==> src/ucfic_consts.svh <==
`ifndef UCFIC_CONSTS_SVH
`define UCFIC_CONSTS_SVH
`define UCF_OFF_DATA  3'h0
`define UCF_OFF_IEN   3'h1
`define UCF_OFF_QCTL  3'h2
`define UCF_OFF_FMT   3'h3
`define UCF_OFF_MLC   3'h4
`define UCF_OFF_LCOND 3'h5
`define UCF_OFF_MLS   3'h6
`define UCF_OFF_SCR   3'h7
`define UCF_QC_EN     0
`define UCF_QC_RXFL   1
`define UCF_QC_TXFL   2
`define UCF_QC_TRIG   7:6
`define UCF_MC_DTR    0
`define UCF_MC_RTS    1
`define UCF_MC_LOOP   4
`define UCF_MC_AFC    5
`define UCF_FMT_LEN   1:0
`define UCF_FMT_STOP  2
`define UCF_FMT_PEN   3
`define UCF_FMT_BRK   6
`define UCF_DEPTH     16
`define UCF_CAP_FIFO  5'd16
`define UCF_CAP_BYTE  5'd1
`define UCF_RESUME    5'd1
`define UCF_TX_TRIG   5'd1
`define UCF_BAUD_LAST 16'h006c
`define UCF_BIT_LAST  6'h0f
`define UCF_MID_TICK  4'h7
`define UCF_STOP15    6'h17
`define UCF_STOP2     6'h1f
`define UCF_CHAR_BASE 4'h7
`define UCF_RST_BYTE  8'h00
`endif

==> src/ucfic_pkg.sv <==
package ucfic_pkg;
  typedef struct packed {
    logic       wr;
    logic       rd;
    logic [2:0] addr;
    logic [7:0] wdata;
  } ucfic_req_s;

  typedef struct packed {
    logic       brk;
    logic       ferr;
    logic       perr;
    logic [7:0] data;
  } ucfic_rx_s;

  typedef enum logic [5:0] {
    ISR_NONE  = 6'b000001,
    ISR_RLS   = 6'b000110,
    ISR_RDA   = 6'b000100,
    ISR_TOUT  = 6'b001100,
    ISR_TRANSMIT_HOLDING_VACANT  = 6'b000010,
    ISR_MODEM = 6'b000000
  } ucfic_isr_e;

  typedef enum logic [2:0] {
    SH_IDLE = 3'b000, SH_START = 3'b001, SH_DATA = 3'b010,
    SH_PAR  = 3'b011, SH_STOP  = 3'b100, SH_BRKW = 3'b101
  } ucfic_sh_e;
endpackage

==> src/ucfic_channel.sv <==
`timescale 1ns/1ps
`include "ucfic_consts.svh"
module ucfic_channel (
  input  wire logic                  clock,
  input  wire logic                  sys_rst,
  input  wire ucfic_pkg::ucfic_req_s reg_req,
  output logic [7:0]                 reg_rdata,
  output logic                       reg_rvalid,
  input  wire logic                  serial_in,
  output logic                       serial_out,
  output logic                       send_request_n,
  output logic                       terminal_ready_n,
  input  wire logic                  clear_to_send_n,
  input  wire logic                  data_set_ready_n,
  input  wire logic                  ring_detect_n,
  input  wire logic                  carrier_detect_n
);
  import ucfic_pkg::*;

  // ****************************************
  // Functions
  // ****************************************
  function automatic logic hit(input ucfic_req_s r, input logic [2:0] a);
    return r.addr == a;
  endfunction

  function automatic logic par_bit(input logic [7:0] d, input logic [5:0] f);
    logic [7:0] m;
    m = d & (8'hff >> (2'd3 - f[1:0]));
    if (f[5]) return ~f[4];
    return f[4] ? ^m : ~^m;
  endfunction

  function automatic logic [4:0] trig_of(input logic en, input logic [1:0] sel);
    if (!en) return 5'd1;
    case (sel)
      2'b00:   return 5'd1;
      2'b01:   return 5'd4;
      2'b10:   return 5'd8;
      default: return 5'd14;
    endcase
  endfunction

  // Four character periods in oversample ticks
  function automatic logic [9:0] tout_ticks(input logic [7:0] f);
    logic [3:0] bits;
    bits = `UCF_CHAR_BASE + {2'h0, f[1:0]} + {3'h0, f[3]} + {3'h0, f[2]};
    return {bits, 6'h00};
  endfunction

  // ****************************************
  // Registers and decode
  // ****************************************
  logic [4:0] interrupt_enables;
  logic       fifo_en;
  logic [1:0] trig_sel;
  logic [7:0] character_format;
  logic [5:0] modem_line_control;
  logic [7:0] scr;

  wire wr_data  = reg_req.wr && hit(reg_req, `UCF_OFF_DATA);
  wire wr_ien   = reg_req.wr && hit(reg_req, `UCF_OFF_IEN);
  wire wr_qctl  = reg_req.wr && hit(reg_req, `UCF_OFF_QCTL);
  wire wr_fmt   = reg_req.wr && hit(reg_req, `UCF_OFF_FMT);
  wire wr_mlc   = reg_req.wr && hit(reg_req, `UCF_OFF_MLC);
  wire wr_scr   = reg_req.wr && hit(reg_req, `UCF_OFF_SCR);
  wire rd_data  = reg_req.rd && hit(reg_req, `UCF_OFF_DATA);
  wire rd_isr   = reg_req.rd && hit(reg_req, `UCF_OFF_QCTL);
  wire rd_lcond = reg_req.rd && hit(reg_req, `UCF_OFF_LCOND);
  wire rd_mls   = reg_req.rd && hit(reg_req, `UCF_OFF_MLS);
  wire loop     = modem_line_control[`UCF_MC_LOOP];
  wire afc      = modem_line_control[`UCF_MC_AFC];

  wire mode_chg = wr_qctl && reg_req.wdata[`UCF_QC_EN] != fifo_en;
  wire rx_flush = (wr_qctl && reg_req.wdata[`UCF_QC_RXFL] && reg_req.wdata[`UCF_QC_EN])
                  || mode_chg;
  wire tx_flush = wr_qctl && reg_req.wdata[`UCF_QC_TXFL] && reg_req.wdata[`UCF_QC_EN];

  always_ff @(posedge clock) begin
    if (sys_rst) begin
      interrupt_enables      <= 5'h00;
      fifo_en  <= 1'b0;
      trig_sel <= 2'b00;
      character_format      <= `UCF_RST_BYTE;
      modem_line_control      <= 6'h00;
      scr      <= `UCF_RST_BYTE;
    end else begin
      if (wr_ien) interrupt_enables <= reg_req.wdata[4:0];
      if (wr_qctl) begin
        fifo_en  <= reg_req.wdata[`UCF_QC_EN];
        trig_sel <= reg_req.wdata[`UCF_QC_TRIG];
      end
      if (wr_fmt) character_format <= reg_req.wdata;
      if (wr_mlc) modem_line_control <= reg_req.wdata[5:0];
      if (wr_scr) scr <= reg_req.wdata;
    end
  end

  // ****************************************
  // Queues and transmit buffer
  // ****************************************
  wire [4:0]  cap     = fifo_en ? `UCF_CAP_FIFO : `UCF_CAP_BYTE;
  wire [4:0]  trig    = trig_of(fifo_en, trig_sel);
  logic       rx_req;
  ucfic_rx_s  rx_new;
  ucfic_rx_s  rx_q;
  logic [4:0] rx_cnt;
  logic       rx_wready;
  wire        rx_pop  = rd_data && rx_cnt != 5'h00;
  wire        rx_push = rx_req && rx_wready;
  logic [7:0] tx_q;
  logic [4:0] tx_cnt;
  logic       sk_ready;
  logic       sk_valid;
  logic [7:0] sk_data;
  logic       sh_ready;

  ucfic_fifo #(.W($bits(ucfic_rx_s))) u_rxq (
    .clock    (clock),
    .sys_rst  (sys_rst),
    .flush    (rx_flush),
    .cap      (cap),
    .push     (rx_req),
    .din      (rx_new),
    .pop      (rx_pop),
    .wr_ready (rx_wready),
    .q        (rx_q),
    .count    (rx_cnt)
  );

  ucfic_fifo #(.W(8)) u_txq (
    .clock    (clock),
    .sys_rst  (sys_rst),
    .flush    (tx_flush),
    .cap      (cap),
    .push     (wr_data),
    .din      (reg_req.wdata),
    .pop      (sk_ready),
    .wr_ready (),
    .q        (tx_q),
    .count    (tx_cnt)
  );

  ucfic_skid u_skid (
    .clock     (clock),
    .sys_rst   (sys_rst),
    .flush     (tx_flush),
    .in_valid  (tx_cnt != 5'h00),
    .in_ready  (sk_ready),
    .in_data   (tx_q),
    .out_valid (sk_valid),
    .out_ready (sh_ready),
    .out_data  (sk_data)
  );

  // ****************************************
  // Baud divider and modem lines
  // ****************************************
  logic [15:0] div_cnt;
  wire         tick = div_cnt == `UCF_BAUD_LAST;

  always_ff @(posedge clock) begin
    if (sys_rst || tick) div_cnt <= 16'h0000;
    else div_cnt <= div_cnt + 16'h0001;
  end

  wire [3:0] m_now = loop ? {modem_line_control[3], modem_line_control[2], modem_line_control[0], modem_line_control[1]}
                          : {~carrier_detect_n, ~ring_detect_n,
                             ~data_set_ready_n, ~clear_to_send_n};
  logic [3:0] m_prev;
  logic       m_armed;
  logic [3:0] delta;
  wire  [3:0] m_chg = {m_now[3] ^ m_prev[3], m_prev[2] & ~m_now[2],
                       m_now[1:0] ^ m_prev[1:0]} & {4{m_armed}};

  always_ff @(posedge clock) begin
    if (sys_rst) begin
      m_prev  <= 4'h0;
      m_armed <= 1'b0;
      delta   <= 4'h0;
    end else begin
      m_prev  <= m_now;
      m_armed <= 1'b1;
      delta   <= (rd_mls ? 4'h0 : delta) | m_chg;
    end
  end

  // Flow-control hysteresis on request-to-send
  logic rts_hold;
  always_ff @(posedge clock) begin
    if (sys_rst || !afc) rts_hold <= 1'b0;
    else if (rx_cnt >= trig) rts_hold <= 1'b1;
    else if (rx_cnt < `UCF_RESUME) rts_hold <= 1'b0;
  end

  always_ff @(posedge clock) begin
    if (sys_rst) begin
      terminal_ready_n <= 1'b1;
      send_request_n   <= 1'b1;
    end else begin
      terminal_ready_n <= loop || !modem_line_control[`UCF_MC_DTR];
      send_request_n   <= loop || !modem_line_control[`UCF_MC_RTS] || rts_hold;
    end
  end

  // ****************************************
  // Transmitter
  // ****************************************
  ucfic_sh_e  tx_st;
  logic [7:0] tx_sh;
  logic [2:0] tx_bit;
  logic [5:0] tx_tk;
  logic       tx_par;
  wire  [2:0] last_bit  = {1'b1, character_format[`UCF_FMT_LEN]};
  wire  [5:0] stop_last = !character_format[`UCF_FMT_STOP] ? `UCF_BIT_LAST :
                          (character_format[1:0] == 2'b00) ? `UCF_STOP15 : `UCF_STOP2;
  wire        bit_end   = tick && tx_tk == `UCF_BIT_LAST;

  assign sh_ready = tx_st == SH_IDLE && (!afc || m_now[0]);
  wire tx_line = (tx_st == SH_START) ? 1'b0 :
                 (tx_st == SH_DATA)  ? tx_sh[0] :
                 (tx_st == SH_PAR)   ? tx_par : 1'b1;

  always_ff @(posedge clock) begin
    if (sys_rst) begin
      tx_st <= SH_IDLE;
      tx_sh <= 8'h00;
      tx_bit <= 3'h0;
      tx_tk <= 6'h00;
      tx_par <= 1'b0;
    end else if (tx_st == SH_IDLE) begin
      if (sk_valid && sh_ready) begin
        tx_st  <= SH_START;
        tx_sh  <= sk_data;
        tx_par <= par_bit(sk_data, character_format[5:0]);
        tx_tk  <= 6'h00;
        tx_bit <= 3'h3 - {1'b0, character_format[1:0]};
      end
    end else if (tx_st == SH_STOP) begin
      if (tick) tx_tk <= tx_tk + 6'h01;
      if (tick && tx_tk == stop_last) tx_st <= SH_IDLE;
    end else if (tick) begin
      tx_tk <= bit_end ? 6'h00 : tx_tk + 6'h01;
      if (bit_end) begin
        case (tx_st)
          SH_START: tx_st <= SH_DATA;
          SH_DATA: begin
            tx_sh  <= {1'b0, tx_sh[7:1]};
            tx_bit <= tx_bit + 3'h1;
            if (tx_bit == 3'h7) tx_st <= character_format[`UCF_FMT_PEN] ? SH_PAR : SH_STOP;
          end
          default: tx_st <= SH_STOP;
        endcase
      end
    end
  end

  always_ff @(posedge clock) begin
    if (sys_rst) serial_out <= 1'b1;
    else serial_out <= loop || (!character_format[`UCF_FMT_BRK] && tx_line);
  end

  // ****************************************
  // Receiver
  // ****************************************
  ucfic_sh_e  rx_st;
  logic [7:0] rx_sh;
  logic [2:0] rx_bit;
  logic [3:0] rx_tk;
  logic       rx_pb;
  wire        rx_in   = loop ? tx_line : serial_in;
  wire  [7:0] rx_dat  = rx_sh >> (2'd3 - character_format[1:0]);
  wire        rx_mid  = tick && rx_tk == 4'hf;

  always_ff @(posedge clock) begin
    if (sys_rst) begin
      rx_st  <= SH_IDLE;
      rx_sh  <= 8'h00;
      rx_bit <= 3'h0;
      rx_tk  <= 4'h0;
      rx_pb  <= 1'b0;
      rx_req <= 1'b0;
      rx_new <= '0;
    end else begin
      rx_req <= 1'b0;
      if (tick) rx_tk <= rx_tk + 4'h1;
      case (rx_st)
        SH_IDLE: begin
          rx_tk <= 4'h0;
          rx_pb <= 1'b0;
          if (tick && !rx_in) rx_st <= SH_START;
        end
        SH_START: if (tick && rx_tk == `UCF_MID_TICK) begin
          rx_tk  <= 4'h0;
          rx_bit <= 3'h0;
          rx_st  <= rx_in ? SH_IDLE : SH_DATA;
        end
        SH_DATA: if (rx_mid) begin
          rx_sh  <= {rx_in, rx_sh[7:1]};
          rx_bit <= rx_bit + 3'h1;
          if (rx_bit == last_bit) rx_st <= character_format[`UCF_FMT_PEN] ? SH_PAR : SH_STOP;
        end
        SH_PAR: if (rx_mid) begin
          rx_pb <= rx_in;
          rx_st <= SH_STOP;
        end
        SH_STOP: if (rx_mid) begin
          rx_req      <= 1'b1;
          rx_new.data <= rx_dat;
          rx_new.ferr <= !rx_in;
          rx_new.perr <= character_format[`UCF_FMT_PEN] && rx_pb != par_bit(rx_dat, character_format[5:0]);
          rx_new.brk  <= rx_dat == 8'h00 && !rx_pb && !rx_in;
          rx_st       <= (rx_dat == 8'h00 && !rx_pb && !rx_in) ? SH_BRKW : SH_IDLE;
        end
        SH_BRKW: if (rx_in) rx_st <= SH_IDLE;
        default: rx_st <= SH_IDLE;
      endcase
    end
  end

  // ****************************************
  // Line condition flags and timeout
  // ****************************************
  logic       oe, pe, fe, bi, derr;
  logic       head_new;
  logic       to_pend;
  logic [9:0] to_cnt;
  wire        new_head = (rx_push && (rx_cnt == 5'h00 || (rx_pop && rx_cnt == 5'h01)))
                         || (rx_pop && rx_cnt > 5'h01);
  wire        head_err = head_new && rx_cnt != 5'h00;

  always_ff @(posedge clock) begin
    if (sys_rst) begin
      {oe, pe, fe, bi, derr} <= 5'h00;
      head_new <= 1'b0;
    end else begin
      head_new <= new_head && !rx_flush;
      oe   <= (oe && !rd_lcond) || (rx_req && !rx_wready);
      pe   <= (pe && !rd_lcond) || (head_err && rx_q.perr);
      fe   <= (fe && !rd_lcond) || (head_err && rx_q.ferr);
      bi   <= (bi && !rd_lcond) || (head_err && rx_q.brk);
      derr <= (derr && !rd_lcond) || (head_err && (rx_q.perr || rx_q.ferr || rx_q.brk));
    end
  end

  always_ff @(posedge clock) begin
    if (sys_rst || rx_pop || rx_cnt == 5'h00 || !fifo_en) begin
      to_cnt  <= 10'h000;
      to_pend <= 1'b0;
    end else if (rx_push) begin
      to_cnt <= 10'h000;
    end else if (tick && !to_pend) begin
      to_cnt  <= to_cnt + 10'h001;
      to_pend <= to_cnt == tout_ticks(character_format) - 10'h001;
    end
  end

  // ****************************************
  // Interrupt source encoding
  // ****************************************
  logic       transmit_holding_vacant_pend;
  logic       tx_below_d;
  wire        tx_below = tx_cnt < `UCF_TX_TRIG;
  wire        rls_act  = interrupt_enables[2] && (oe || pe || fe || bi);
  wire        rda_act  = interrupt_enables[0] && rx_cnt >= trig && rx_cnt != 5'h00;
  wire        to_act   = interrupt_enables[0] && to_pend;
  wire        transmit_holding_vacant_act = interrupt_enables[1] && transmit_holding_vacant_pend;
  wire        ms_act   = interrupt_enables[3] && delta != 4'h0;
  ucfic_isr_e isr_code;

  assign isr_code = rls_act  ? ISR_RLS  :
                    rda_act  ? ISR_RDA  :
                    to_act   ? ISR_TOUT :
                    transmit_holding_vacant_act ? ISR_TRANSMIT_HOLDING_VACANT :
                    ms_act   ? ISR_MODEM : ISR_NONE;

  always_ff @(posedge clock) begin
    if (sys_rst) begin
      transmit_holding_vacant_pend  <= 1'b0;
      tx_below_d <= 1'b1;
    end else begin
      tx_below_d <= tx_below;
      if (tx_below && !tx_below_d) transmit_holding_vacant_pend <= 1'b1;
      else if (!tx_below || (rd_isr && isr_code == ISR_TRANSMIT_HOLDING_VACANT)) transmit_holding_vacant_pend <= 1'b0;
    end
  end

  // ****************************************
  // Register read port
  // ****************************************
  wire [7:0] lsr_val = {derr, tx_cnt == 5'h00 && !sk_valid && tx_st == SH_IDLE,
                        tx_cnt == 5'h00, bi, fe, pe, oe, rx_cnt != 5'h00};
  wire [7:0] rd_mux  =
    hit(reg_req, `UCF_OFF_DATA)  ? rx_q.data :
    hit(reg_req, `UCF_OFF_IEN)   ? {3'h0, interrupt_enables} :
    hit(reg_req, `UCF_OFF_QCTL)  ? {fifo_en, fifo_en, isr_code} :
    hit(reg_req, `UCF_OFF_FMT)   ? character_format :
    hit(reg_req, `UCF_OFF_MLC)   ? {2'b00, modem_line_control} :
    hit(reg_req, `UCF_OFF_LCOND) ? lsr_val :
    hit(reg_req, `UCF_OFF_MLS)   ? {m_now, delta} : scr;

  always_ff @(posedge clock) begin
    if (sys_rst) begin
      reg_rdata  <= 8'h00;
      reg_rvalid <= 1'b0;
    end else begin
      reg_rvalid <= reg_req.rd;
      if (reg_req.rd) reg_rdata <= rd_mux;
    end
  end
endmodule

==> src/ucfic_fifo.sv <==
`timescale 1ns/1ps
`include "ucfic_consts.svh"
module ucfic_fifo #(parameter int W = 8) (
  input  wire logic         clock,
  input  wire logic         sys_rst,
  input  wire logic         flush,
  input  wire logic [4:0]   cap,
  input  wire logic         push,
  input  wire logic [W-1:0] din,
  input  wire logic         pop,
  output logic              wr_ready,
  output logic [W-1:0]      q,
  output logic [4:0]        count
);
  logic [W-1:0] mem [`UCF_DEPTH];
  logic [3:0]   wptr;
  logic [3:0]   rptr;
  wire          push_ok = push && wr_ready;
  wire          pop_ok  = pop && count != 5'h00;
  wire [3:0]    rptr_nx = pop_ok ? rptr + 4'h1 : rptr;

  assign wr_ready = count < cap;

  always_ff @(posedge clock) begin
    if (push_ok) mem[wptr] <= din;
  end

  // Head register, written through when a push lands on the next head
  always_ff @(posedge clock) begin
    if (sys_rst) q <= '0;
    else q <= (push_ok && wptr == rptr_nx) ? din : mem[rptr_nx];
  end

  always_ff @(posedge clock) begin
    if (sys_rst || flush) begin
      wptr  <= 4'h0;
      rptr  <= 4'h0;
      count <= 5'h00;
    end else begin
      wptr  <= push_ok ? wptr + 4'h1 : wptr;
      rptr  <= rptr_nx;
      count <= count + {4'h0, push_ok} - {4'h0, pop_ok};
    end
  end
endmodule

==> src/ucfic_skid.sv <==
`timescale 1ns/1ps
module ucfic_skid (
  input  wire logic       clock,
  input  wire logic       sys_rst,
  input  wire logic       flush,
  input  wire logic       in_valid,
  output logic            in_ready,
  input  wire logic [7:0] in_data,
  output logic            out_valid,
  input  wire logic       out_ready,
  output logic [7:0]      out_data
);
  logic [7:0] d1;
  logic       v1;
  wire        push = in_valid && in_ready;
  wire        pop  = out_valid && out_ready;

  assign in_ready = !v1;

  always_ff @(posedge clock) begin
    if (sys_rst || flush) begin
      out_valid <= 1'b0;
      v1        <= 1'b0;
      out_data  <= 8'h00;
      d1        <= 8'h00;
    end else if (pop && !push) begin
      out_data  <= d1;
      out_valid <= v1;
      v1        <= 1'b0;
    end else if (push && !pop) begin
      if (!out_valid) begin
        out_data  <= in_data;
        out_valid <= 1'b1;
      end else begin
        d1 <= in_data;
        v1 <= 1'b1;
      end
    end else if (push && pop) begin
      out_data <= v1 ? d1 : in_data;
      d1       <= in_data;
    end
  end
endmodule

==> config.mk <==
export PLATFORM = sky130hd
export DESIGN_NAME = ucfic_channel
export DESIGN_NICKNAME = d
export VERILOG_FILES = /design/src/ucfic_pkg.sv /design/src/ucfic_channel.sv /design/src/ucfic_fifo.sv /design/src/ucfic_skid.sv
export VERILOG_INCLUDE_DIRS = /design/src /design/src/src
export SDC_FILE = /design/constraint.sdc
export NUM_CORES = 1
export LEC_CHECK = 0
export ABC_AREA = 1
export BUFFER_PORTS_ARGS = -buffer_cell sky130_fd_sc_hd__buf_4
export CORE_ASPECT_RATIO = 1.5
export CORE_MARGIN = 4
export CORE_UTILIZATION = 35
export DETAILED_ROUTE_END_ITERATION = 6
export PLACE_DENSITY = 0.49
export SYNTH_ARGS = -nofsm -noshare
export SYNTH_HDL_FRONTEND = slang
export SYNTH_SLANG_ARGS = --single-unit
==> constraint.sdc <==
create_clock -name clock -period 3.35 [get_ports clock]
set_input_delay 0.335 -clock clock [delete_from_list [all_inputs] [get_ports clock]]
set_output_delay 0.335 -clock clock [all_outputs]
set_load 0.01 [all_outputs]
Yosys cells after proc, flatten, opt, wreduce, memory -nomap -nowiden
Memories as Yosys holds them, arrays and structs flattened. A register that Yosys moved wholly into a read port is not among the register bits.
Cells that the tools add are included.
{"block": "word_totals", "regBits": 183, "latchBits": 0, "ram_bits": 304, "rom_bits": 0, "in_bits": 20, "output_inout_bits": 12, "elab_cells": 391, "memories": 2}
{"name": "u_rxq.mem", "words": 16, "word_bits": 11, "read_ports": 1, "rd_clocked_by_memory_dff": 1, "write_ports": 1, "line": "ucfic_fifo.sv:15", "rtl": "logic [W-1:0] mem [`UCF_DEPTH];"}
{"name": "u_txq.mem", "words": 16, "word_bits": 8, "read_ports": 1, "rd_clocked_by_memory_dff": 1, "write_ports": 1, "line": "ucfic_fifo.sv:15"}
{"block": "op_classes", "add_sub_neg": 20, "mul": 0, "div": 0, "magnitude_cmp": 6, "eq_ne": 43, "shift": 2, "muxes": 105, "n_bitwise": 16, "n_reduce_logical": 146}
{"operator": "two-way mux 8 bit", "count": 21}
{"operator": "two-way mux 3 bit", "count": 24}
{"operator": "logical AND 1 bit", "count": 60}
{"operator": "two-way mux 4 bit", "count": 11}
{"operator": "two-way mux 6 bit", "count": 6}
{"operator": "two-way mux 1 bit", "count": 33}
{"operator": "logical OR 1 bit", "count": 26}
{"operator": "equality test 3 bit (second input constant)", "count": 8}
{"operator": "adder 4 x 1 -> 4 bit (second input constant)", "count": 5}
{"operator": "equality test 3 x 2 -> 1 bit (second input constant)", "count": 6}
{"operator": "case mux 3 bit (6 select lines)", "count": 1}
{"operator": "nonzero test 2 bit", "count": 9}
{"operator": "zero test 1 bit", "count": 17}
{"operator": "adder 16 x 1 -> 16 bit (second input constant)", "count": 1}
{"operator": "bitwise AND 8 bit", "count": 2}
{"operator": "equality test 16 x 7 -> 1 bit (second input constant)", "count": 1}
{"operator": "!= test 2 bit (second input constant)", "count": 8}
{"operator": "AND reduction 2 bit", "count": 8}
{"operator": "XNOR reduction 8 bit", "count": 2}
{"operator": "XOR reduction 8 bit", "count": 2}
{"operator": "case mux 3 bit (2 select lines)", "count": 2}
{"operator": "case mux 4 bit (3 select lines)", "count": 1}
{"operator": "adder 10 x 1 -> 10 bit (second input constant)", "count": 1}
{"operator": "adder 5 x 1 -> 5 bit", "count": 2}
{"operator": "other kinds (51)", "count": 81}

Logic depth before layout (Yosys ltp)
Gate-level depths: netlist of the first run.
{"block": "depth", "depth_word": 13, "ltp_mapped": 17, "mapped_depth_nobuf": 16}

Hierarchy
Synthesis of the first run repeated with hierarchy kept, for this count alone.
{"block": "hier_totals", "hier_cells": 2871, "hier_area_um2": 24960.2}
{"mod": "ucfic_fifo at u_rxq", "instances": 1, "cells_each": 928, "area_per_inst_um2": 9306.4, "seq_area_each_um2": 5765.5}
{"mod": "ucfic_channel", "instances": 1, "cells_each": 1107, "area_per_inst_um2": 7556.0, "seq_area_each_um2": 2782.7}
{"mod": "ucfic_fifo at u_txq", "instances": 1, "cells_each": 720, "area_per_inst_um2": 7205.7, "seq_area_each_um2": 4264.1}
{"mod": "ucfic_skid", "instances": 1, "cells_each": 116, "area_per_inst_um2": 892.1, "seq_area_each_um2": 360.3}

Worst setup path after synthesis of the first run
OpenSTA, ideal clock, no wires.
{"block": "synth_path", "path_type": "reg-to-reg", "startpoint": "register character_format[0]", "endpoint": "register to_pend", "setup_time_ns": 0.119, "arrival_ns": 2.383, "required_time_ns": 3.231, "setup_slack_ns": 0.848, "path_stages_with_launch": 14, "path_buffers": 1, "synth_period_minus_slack_ns": 2.502, "path_cell_list": "dfxtp_1 > buf_2 > clkinv_1 > ha_1 > inv_1 > ha_1 > fa_1 > inv_1 > ha_1 > or2_2 > nand4_1 > nor2_1 > nand2_1 > o31ai_1"}
{"block": "synth_between", "elab_chain_len": 5}
{"element": "start, declared", "line": "ucfic_channel.sv:57", "rtl": "logic [7:0] character_format;"}
{"element": "start signal, assigned", "line": "ucfic_channel.sv:84", "rtl": "character_format <= `UCF_RST_BYTE;"}
{"element": "start signal, assigned", "line": "ucfic_channel.sv:93", "rtl": "if (wr_fmt) character_format <= reg_req.wdata;"}
{"element": "adder 3 x 2 -> 4 bit (no source line)"}
{"element": "adder 4 x 1 -> 4 bit (no source line) (2 in a row)"}
{"element": "subtractor 10 x 1 -> 10 bit", "line": "ucfic_channel.sv:354", "rtl": "to_pend <= to_cnt == tout_ticks(character_format) - 10'h001;"}
{"element": "equality test 10 bit", "line": "ucfic_channel.sv:354"}
{"element": "end signal, assigned", "line": "ucfic_channel.sv:354"}
{"element": "end, declared", "line": "ucfic_channel.sv:326", "rtl": "logic to_pend;"}
No other way between the ends.
A chain may end at the register's enable or synchronous reset.

Worst setup path after layout of the first run
{"block": "layout_path", "startpoint": "register u_txq.count[3]", "endpoint": "register u_txq.q[5], read port of u_txq.mem"}
{"block": "layout_between", "elab_chain_len": 3}
{"element": "start, declared", "line": "ucfic_fifo.sv:13", "rtl": "output logic [4:0] count"}
{"element": "start signal, assigned", "line": "ucfic_fifo.sv:42", "rtl": "count <= count + {4'h0, push_ok} - {4'h0, pop_ok};"}
{"element": "nonzero test 5 bit", "line": "ucfic_fifo.sv:19", "rtl": "wire pop_ok = pop && count != 5'h00;"}
{"element": "logical AND 1 bit", "line": "ucfic_fifo.sv:19"}
{"element": "two-way mux 4 bit", "line": "ucfic_fifo.sv:20", "rtl": "wire [3:0] rptr_nx = pop_ok ? rptr + 4'h1 : rptr;"}
{"element": "end, declared", "line": "ucfic_fifo.sv:12", "rtl": "output logic [W-1:0] q,"}
No other way between the ends.

==> metrics, run 1 <==
CP max-delay cell=inv_1; worst path cell trace=inv_1, ha_1, nand3_1, nand2_2, inv_1, nand2_1, nand2_2, inv_1, buf_4, nand3_1, nand3_1, nand3_1, nand3_1, nand2_1, inv_1; Ports=32; Reg clk slew, reported paths=60 ps; worst endpoint required time=slightly below 4000 ps; delay-heaviest family, CP=buffers and inverters; startpoint types=flop; Worst EP arrival=3410 ps; DRT Pass-1 Iters=5; Post-Syn Instances=2714; post-layout minimum cycle time=2860 ps; RePlAce Congestion=0.879; # rows=117; Root Driver=clkbuf_16; Hold Crit Class=input pin to flop; clock latency on the worst-skew pair=610 ps; Routed Antenna Nets=0; GRT Util Overall=18.7%; post-CTS sizing=0; Max Fclk=about 0.35 GHz; pwr/cell area=707 nW/um^2; CP endpoint kind=flop; CTS buffer count=52; maxcap violations=0; DRT iter0 DRCs=approximately 1400; post-synthesis cell type count=56; Die H=328 um; hpwl dp=47000 um; core box area=about 68000 sq um; IO Port Bufs=31; RSZ-0062 raised after global routing=false; final worst slack=487 ps; Post-Syn Area per Cell=approximately 8.8 sq um; Non-Filler Instances=3677; placed insts=3576; clk sinks=between 500 and 600; Buf/Inv on CP=5; Final nets=2814; Pleak=between 10 and 15 nW; CTS tree=yes; vias in the first global route=18281; synthesis-stage register bit count=506; crit share post-route=between 80% and 90%; total vias in the final route=18423; maximum VDD drop=0.519 mV; DR vias/cell=5.01; largest net degree at the start of global routing=90; post-cts hold buffer count=0; Syn Std Cell Area=about 24000 sq um; htree depth=2; critical path's most frequent cell=nand3_1; drt total wl=69100 um; first-pass GRT wire length=107000 um; DRC viols=0; Die ar.=72700 sq um; Area growth syn-to-layout=12.9%; Crit Path Class=flop to flop; Slew @ Worst Pin=around 1000 ps; status=complete, no violations; setup TNS=0 ps; normalized max-slew margin=34.1%; # setup viols final=0; synth warn=0; Pwr Total=roughly 19 mW; Place WS=~450 ps; Clock Tree Buf Depth=3; crit-path max cell delay=590 ps; Final Skew=11.8 ps; final hold violation count=0; post-synthesis sequential area ratio=55.1%; setup bufs post-CTS=0; CP max FO=22; Chip Width=about 220 um; Final Slew Violations=0; syn_nets=2790; Starting Density=35.3%; GR Overflow Total=0; Wirelength per Cell=approximately 19 um; share of layout cells above drive strength 1=between 7 and 8%; initial antenna violation count=5
==> sequential cells by signal (all words and copies together), names as in the netlist, 10 cells and up <==
name / flops
u_rxq.mem: 176
u_txq.mem: 128
div_cnt: 16
rx_new: 11
u_rxq.q: 11
to_cnt: 10
==> layer usage <==
metal	wire length [um]	part of all wire [%]	GRT usage, %	up-vias
li1	-	-	-	9049
met1	26600	39	20.8	8833
met2	36200	52	35.2	400
met3	3180	4.6	3.07	137
met4	3040	4.4	7.81	4
met5	36	0.052	0	-
==> synth_stat cells, drive strengths merged <==
library cell | n | share of area, %
nand4 | 14 | 0.37
buf | 70 | 1.6
xnor2 | 9 | 0.33
a21boi | 2 | 0.063
a22o | 1 | 0.037
o22ai | 3 | 0.078
dfxtp | 202 | 17
a211oi | 7 | 0.22
nor3b | 4 | 0.13
nand3 | 384 | 8.1
fa | 3 | 0.25
or2 | 10 | 0.26
o2111ai | 1 | 0.037
nor3 | 20 | 0.44
ha | 53 | 2.8
a221oi | 1 | 0.037
o211ai | 12 | 0.38
nand2 | 490 | 7.9
edfxtp | 304 | 38
mux2i | 1 | 0.042
o221ai | 1 | 0.037
o21ai | 151 | 3.2
nor4 | 6 | 0.16
nor2 | 240 | 4.1
a31oi | 9 | 0.26
and3 | 1 | 0.026
o21a | 2 | 0.063
clkinv | 4 | 0.063
a31o | 1 | 0.037
inv | 405 | 6.4
o21bai | 3 | 0.094
a41oi | 1 | 0.037
a21oi | 132 | 2.8
and2 | 1 | 0.026
xor2 | 19 | 0.70
nand3b | 104 | 3.3
clkbuf | 40 | 0.63
a21o | 1 | 0.031
o31ai | 2 | 0.063
==> area by class of cell <==
type / instances / area, sq um
fillers: 6772 / 40800
flip-flops and latches: 506 / 13200
multi-input cells: 1689 / 8700
inverters: 409 / 1540
clock buffers: 64 / 1410
well taps: 892 / 1120
repair buffers: 80 / 676
clock inverters: 33 / 387
diodes: 4 / 10.0
==> worst reg2reg max path, stage by stage (launching register included) <==
cell and delay [ps]:
dfxtp_1 300, inv_1 140, ha_1 180, nand3_1 190, nand2_2 220, inv_1 160, nand2_1 120, nand2_2 50
inv_1 590, buf_4 310, nand3_1 90, nand3_1 130, nand3_1 130, nand3_1 110, nand2_1 60, inv_1 50
==> report_power, final <==
part	leakage, nW	internal [mW]	switching (mW)
logic	5.88	1.73	4.09
clock network	0.881	3.67	2.49
registers	4.28	6.89	0.237
==> worst paths after layout <==
check / startpoint / to / slack, ps / depth (start not counted)
max: u_txq.count[3]$_SDFF_PP0_ / u_txq.q[5]$_SDFF_PP0_ / 490 / 15
min: clear_to_send_n / m_prev[0]$_SDFF_PP0_ / 70 / 4
max reg2reg: u_txq.count[3]$_SDFF_PP0_ / u_txq.q[5]$_SDFF_PP0_ / 490 / 15
min reg2reg: tx_below_d$_SDFF_PP1_ / transmit_holding_vacant_pend$_SDFFE_PP0P_ / 410 / 1
==> placed cells by master (no fill, tap or decap), types with 16 or more instances in the layout <==
cell and instances:
nor3_1 19, dfxtp_1 202, nor2_1 222, nand3b_1 103
a21oi_1 132, o21ai_0 141, inv_1 397, clkbuf_16 54
edfxtp_1 304, clkinv_1 16, nand2_1 477, ha_1 53
buf_4 74, xor2_1 19, nand3_1 380
==> through the flow <==
step	hold slack, ps	instance area (sq um)	utilization, %
floorplan	379	23900	-
finish	66.6	27000	39.8
global route	64.7	27000	39.8
CTS	26.5	27000	39.8
detailed placement	406	25200	37.2
global placement	401	25200	37.2
==> logic make-up after synthesis <==
group,share of synthesized area [%]
multiplexers,0.0419
adder cells (fa/ha/maj),3.02
AND/OR/NAND/NOR,24.8
buffers and inverters,8.64
XOR/XNOR,1.03
flip-flops,55.1
AO/OA/AOI/OAI,7.44
Note: power is estimated with default switching activity, not from simulation.
==> run 2, diff against run 1 <==
PLACE_DENSITY = not set   (was 0.49)
PLACE_DENSITY_LB_ADDON = 0.12   (was not set)
==> metrics, run 2 (same netlist as run 1, synthesis figures left out) <==
vias in the first global route=17959; Final nets=2824; clock latency on the worst-skew pair=610 ps; CTS buffer count=52; DR vias/cell=roughly 5.0; Buf/Inv on CP=3; status=complete, no violations; DRT Pass-1 Iters=6; post-layout minimum cycle time=2820 ps; crit-path max cell delay=about 470 ps; most frequent cells in the layout=nand2_1 (477), inv_1 (397), nand3_1 (380); GR Util met2=roughly 36%; worst path cell trace=inv_1, ha_1, nand3_2, inv_1, nor2_2, nand2_1, nand2_2, nor2_1, nor2_2, nand3_2, nor2_2, nor2_1, nand2_1, inv_1; post-route cell area=27000 sq um; drt total wl=69100 um; Largest regs=u_rxq.mem: 176 flops, u_txq.mem: 128 flops, div_cnt: 16 flops; commonest non-fill, non-tap cell in the layout=nand2_1; Die ar.=72700 sq um; normalized max-slew margin=37.4%; final hold violation count=0; post-cts hold buffer count=0; maxcap violations=0; Max Fclk=0.355 GHz; most flop-heavy register=u_rxq.mem; htree depth=2; fillers=between 6000 and 7000; CP endpoint kind=flop; Chip Width=221 um; area of the multi-input gates=8700 sq um; Area growth syn-to-layout=12.7%; first-pass GRT wire length=106000 um; startpoint types=flop; crit share post-route=between 80% and 90%; Placed Area=25300 sq um; maximum VDD drop=0.502 mV; clk sinks=506; Pleak=11.0 nW; Starting Density=35.3%; CP max FO=22; core box area=around 68000 sq um; DRT iter0 DRCs=1337; GR Overflow Total=0; largest net degree at the start of global routing=90; setup bufs post-CTS=0; delay-heaviest family, CP=simple AND/OR/NAND/NOR gates; Hold Crit Class=input pin to flop; Clock Tree Buf Depth=3; # setup viols final=0; global route hottest layer=met2; met1 Use GR=20.6%; Final Slew Violations=0; RePlAce Congestion=approximately 0.88; RSZ-0062 raised after global routing=false; Routed Antenna Nets=0; Slew @ Worst Pin=approximately 940 ps; CP max-delay cell=nand3_2; IO Port Bufs=31; Global Route met3 Usage=2.53%; register area=13200 sq um; total vias in the final route=~18000; initial antenna violation count=3; Wirelength per Cell=between 15 and 20 um; setup TNS=0 ps; max reg flops=176; CTS tree=yes; post-CTS sizing=0; # rows=around 120; Worst EP arrival=3320 ps; Die H=328 um; Final Skew=roughly 16 ps; hpwl dp=46800 um; worst endpoint required time=~3900 ps; pwr/cell area=700 nW/um^2; Ports=32; GRT Util Overall=18.6%; DRC viols=0; share of layout cells above drive strength 1=about 8%; Crit Path Class=flop to flop; Fin Hold WS=114 ps; Reg clk slew, reported paths=60 ps; Root Driver=clkbuf_16
[run 2: changes by cell type in the layout (fill, tap and decap cells not counted), sizes merged]
cell / previous run / this run
clkbuf: 64 / 75
buf: 80 / 90
clkinv: 27 / 21
bufinv: 9 / 4
diode: 4 / 2
[run 2: worst register-to-register path, cell delays in order (launching register included)]
cell     delay (ps)
dfxtp_1         360
inv_1           100
ha_1            230
nand3_2         190
inv_1           120
nor2_2          190
nand2_1          90
nand2_2         330
nor2_1          100
nor2_2          150
nand3_2         470
nor2_2          230
nor2_1           60
nand2_1          80
inv_1            40
[run 2: path summary, 6_finish.rpt]
| check | end | slack [ps] | cells past startpoint | startpoint |
|---|---|---|---|---|
| max | u_rxq.q[5]$_SDFF_PP0_ | 530 | 14 | u_rxq.count[2]$_SDFF_PP0_ |
| min | m_prev[0]$_SDFF_PP0_ | 110 | 4 | clear_to_send_n |
| max reg2reg | u_rxq.q[5]$_SDFF_PP0_ | 530 | 14 | u_rxq.count[2]$_SDFF_PP0_ |
| min reg2reg | transmit_holding_vacant_pend$_SDFFE_PP0P_ | 420 | 1 | tx_below_d$_SDFF_PP1_ |
[run 2: report_power, final]
| group | internal (mW) | switching [mW] |
|---|---|---|
| Clock | 3.31 | 2.48 |
| Combinational | 1.81 | 4.18 |
| Sequential | 6.89 | 0.215 |
| Total | 12.0 | 6.87 |
[run 2: layer usage]
metal	part of all wire, %	vias up
met5	0.019	-
met4	4.2	2
met3	3.3	119
met2	53	360
met1	39	8683
li1	-	9082
[run 2: cell type report]
cell class	instances	area share (%)
Inverter	409	5.69
Clock buffer	75	5.38
Tap cell	892	4.14
Timing Repair Buffer	90	2.88
Antenna cell	2	0.0186
Clock inverter	22	0.798
Sequential cell	506	48.8
Multi-Input combinational cell	1689	32.2
[run 2: through the flow]
step	power [mW]	utilization, %	worst slack (ps)	cells
2_1_floorplan	11.2	-	848	2714
3_3_place_gp	13.3	37.3	509	3586
3_5_place_dp	13.3	37.3	516	3586
4_1_cts	19.2	39.8	519	3683
5_1_grt	20.0	39.8	257	3683
6_report	18.9	39.8	533	3685
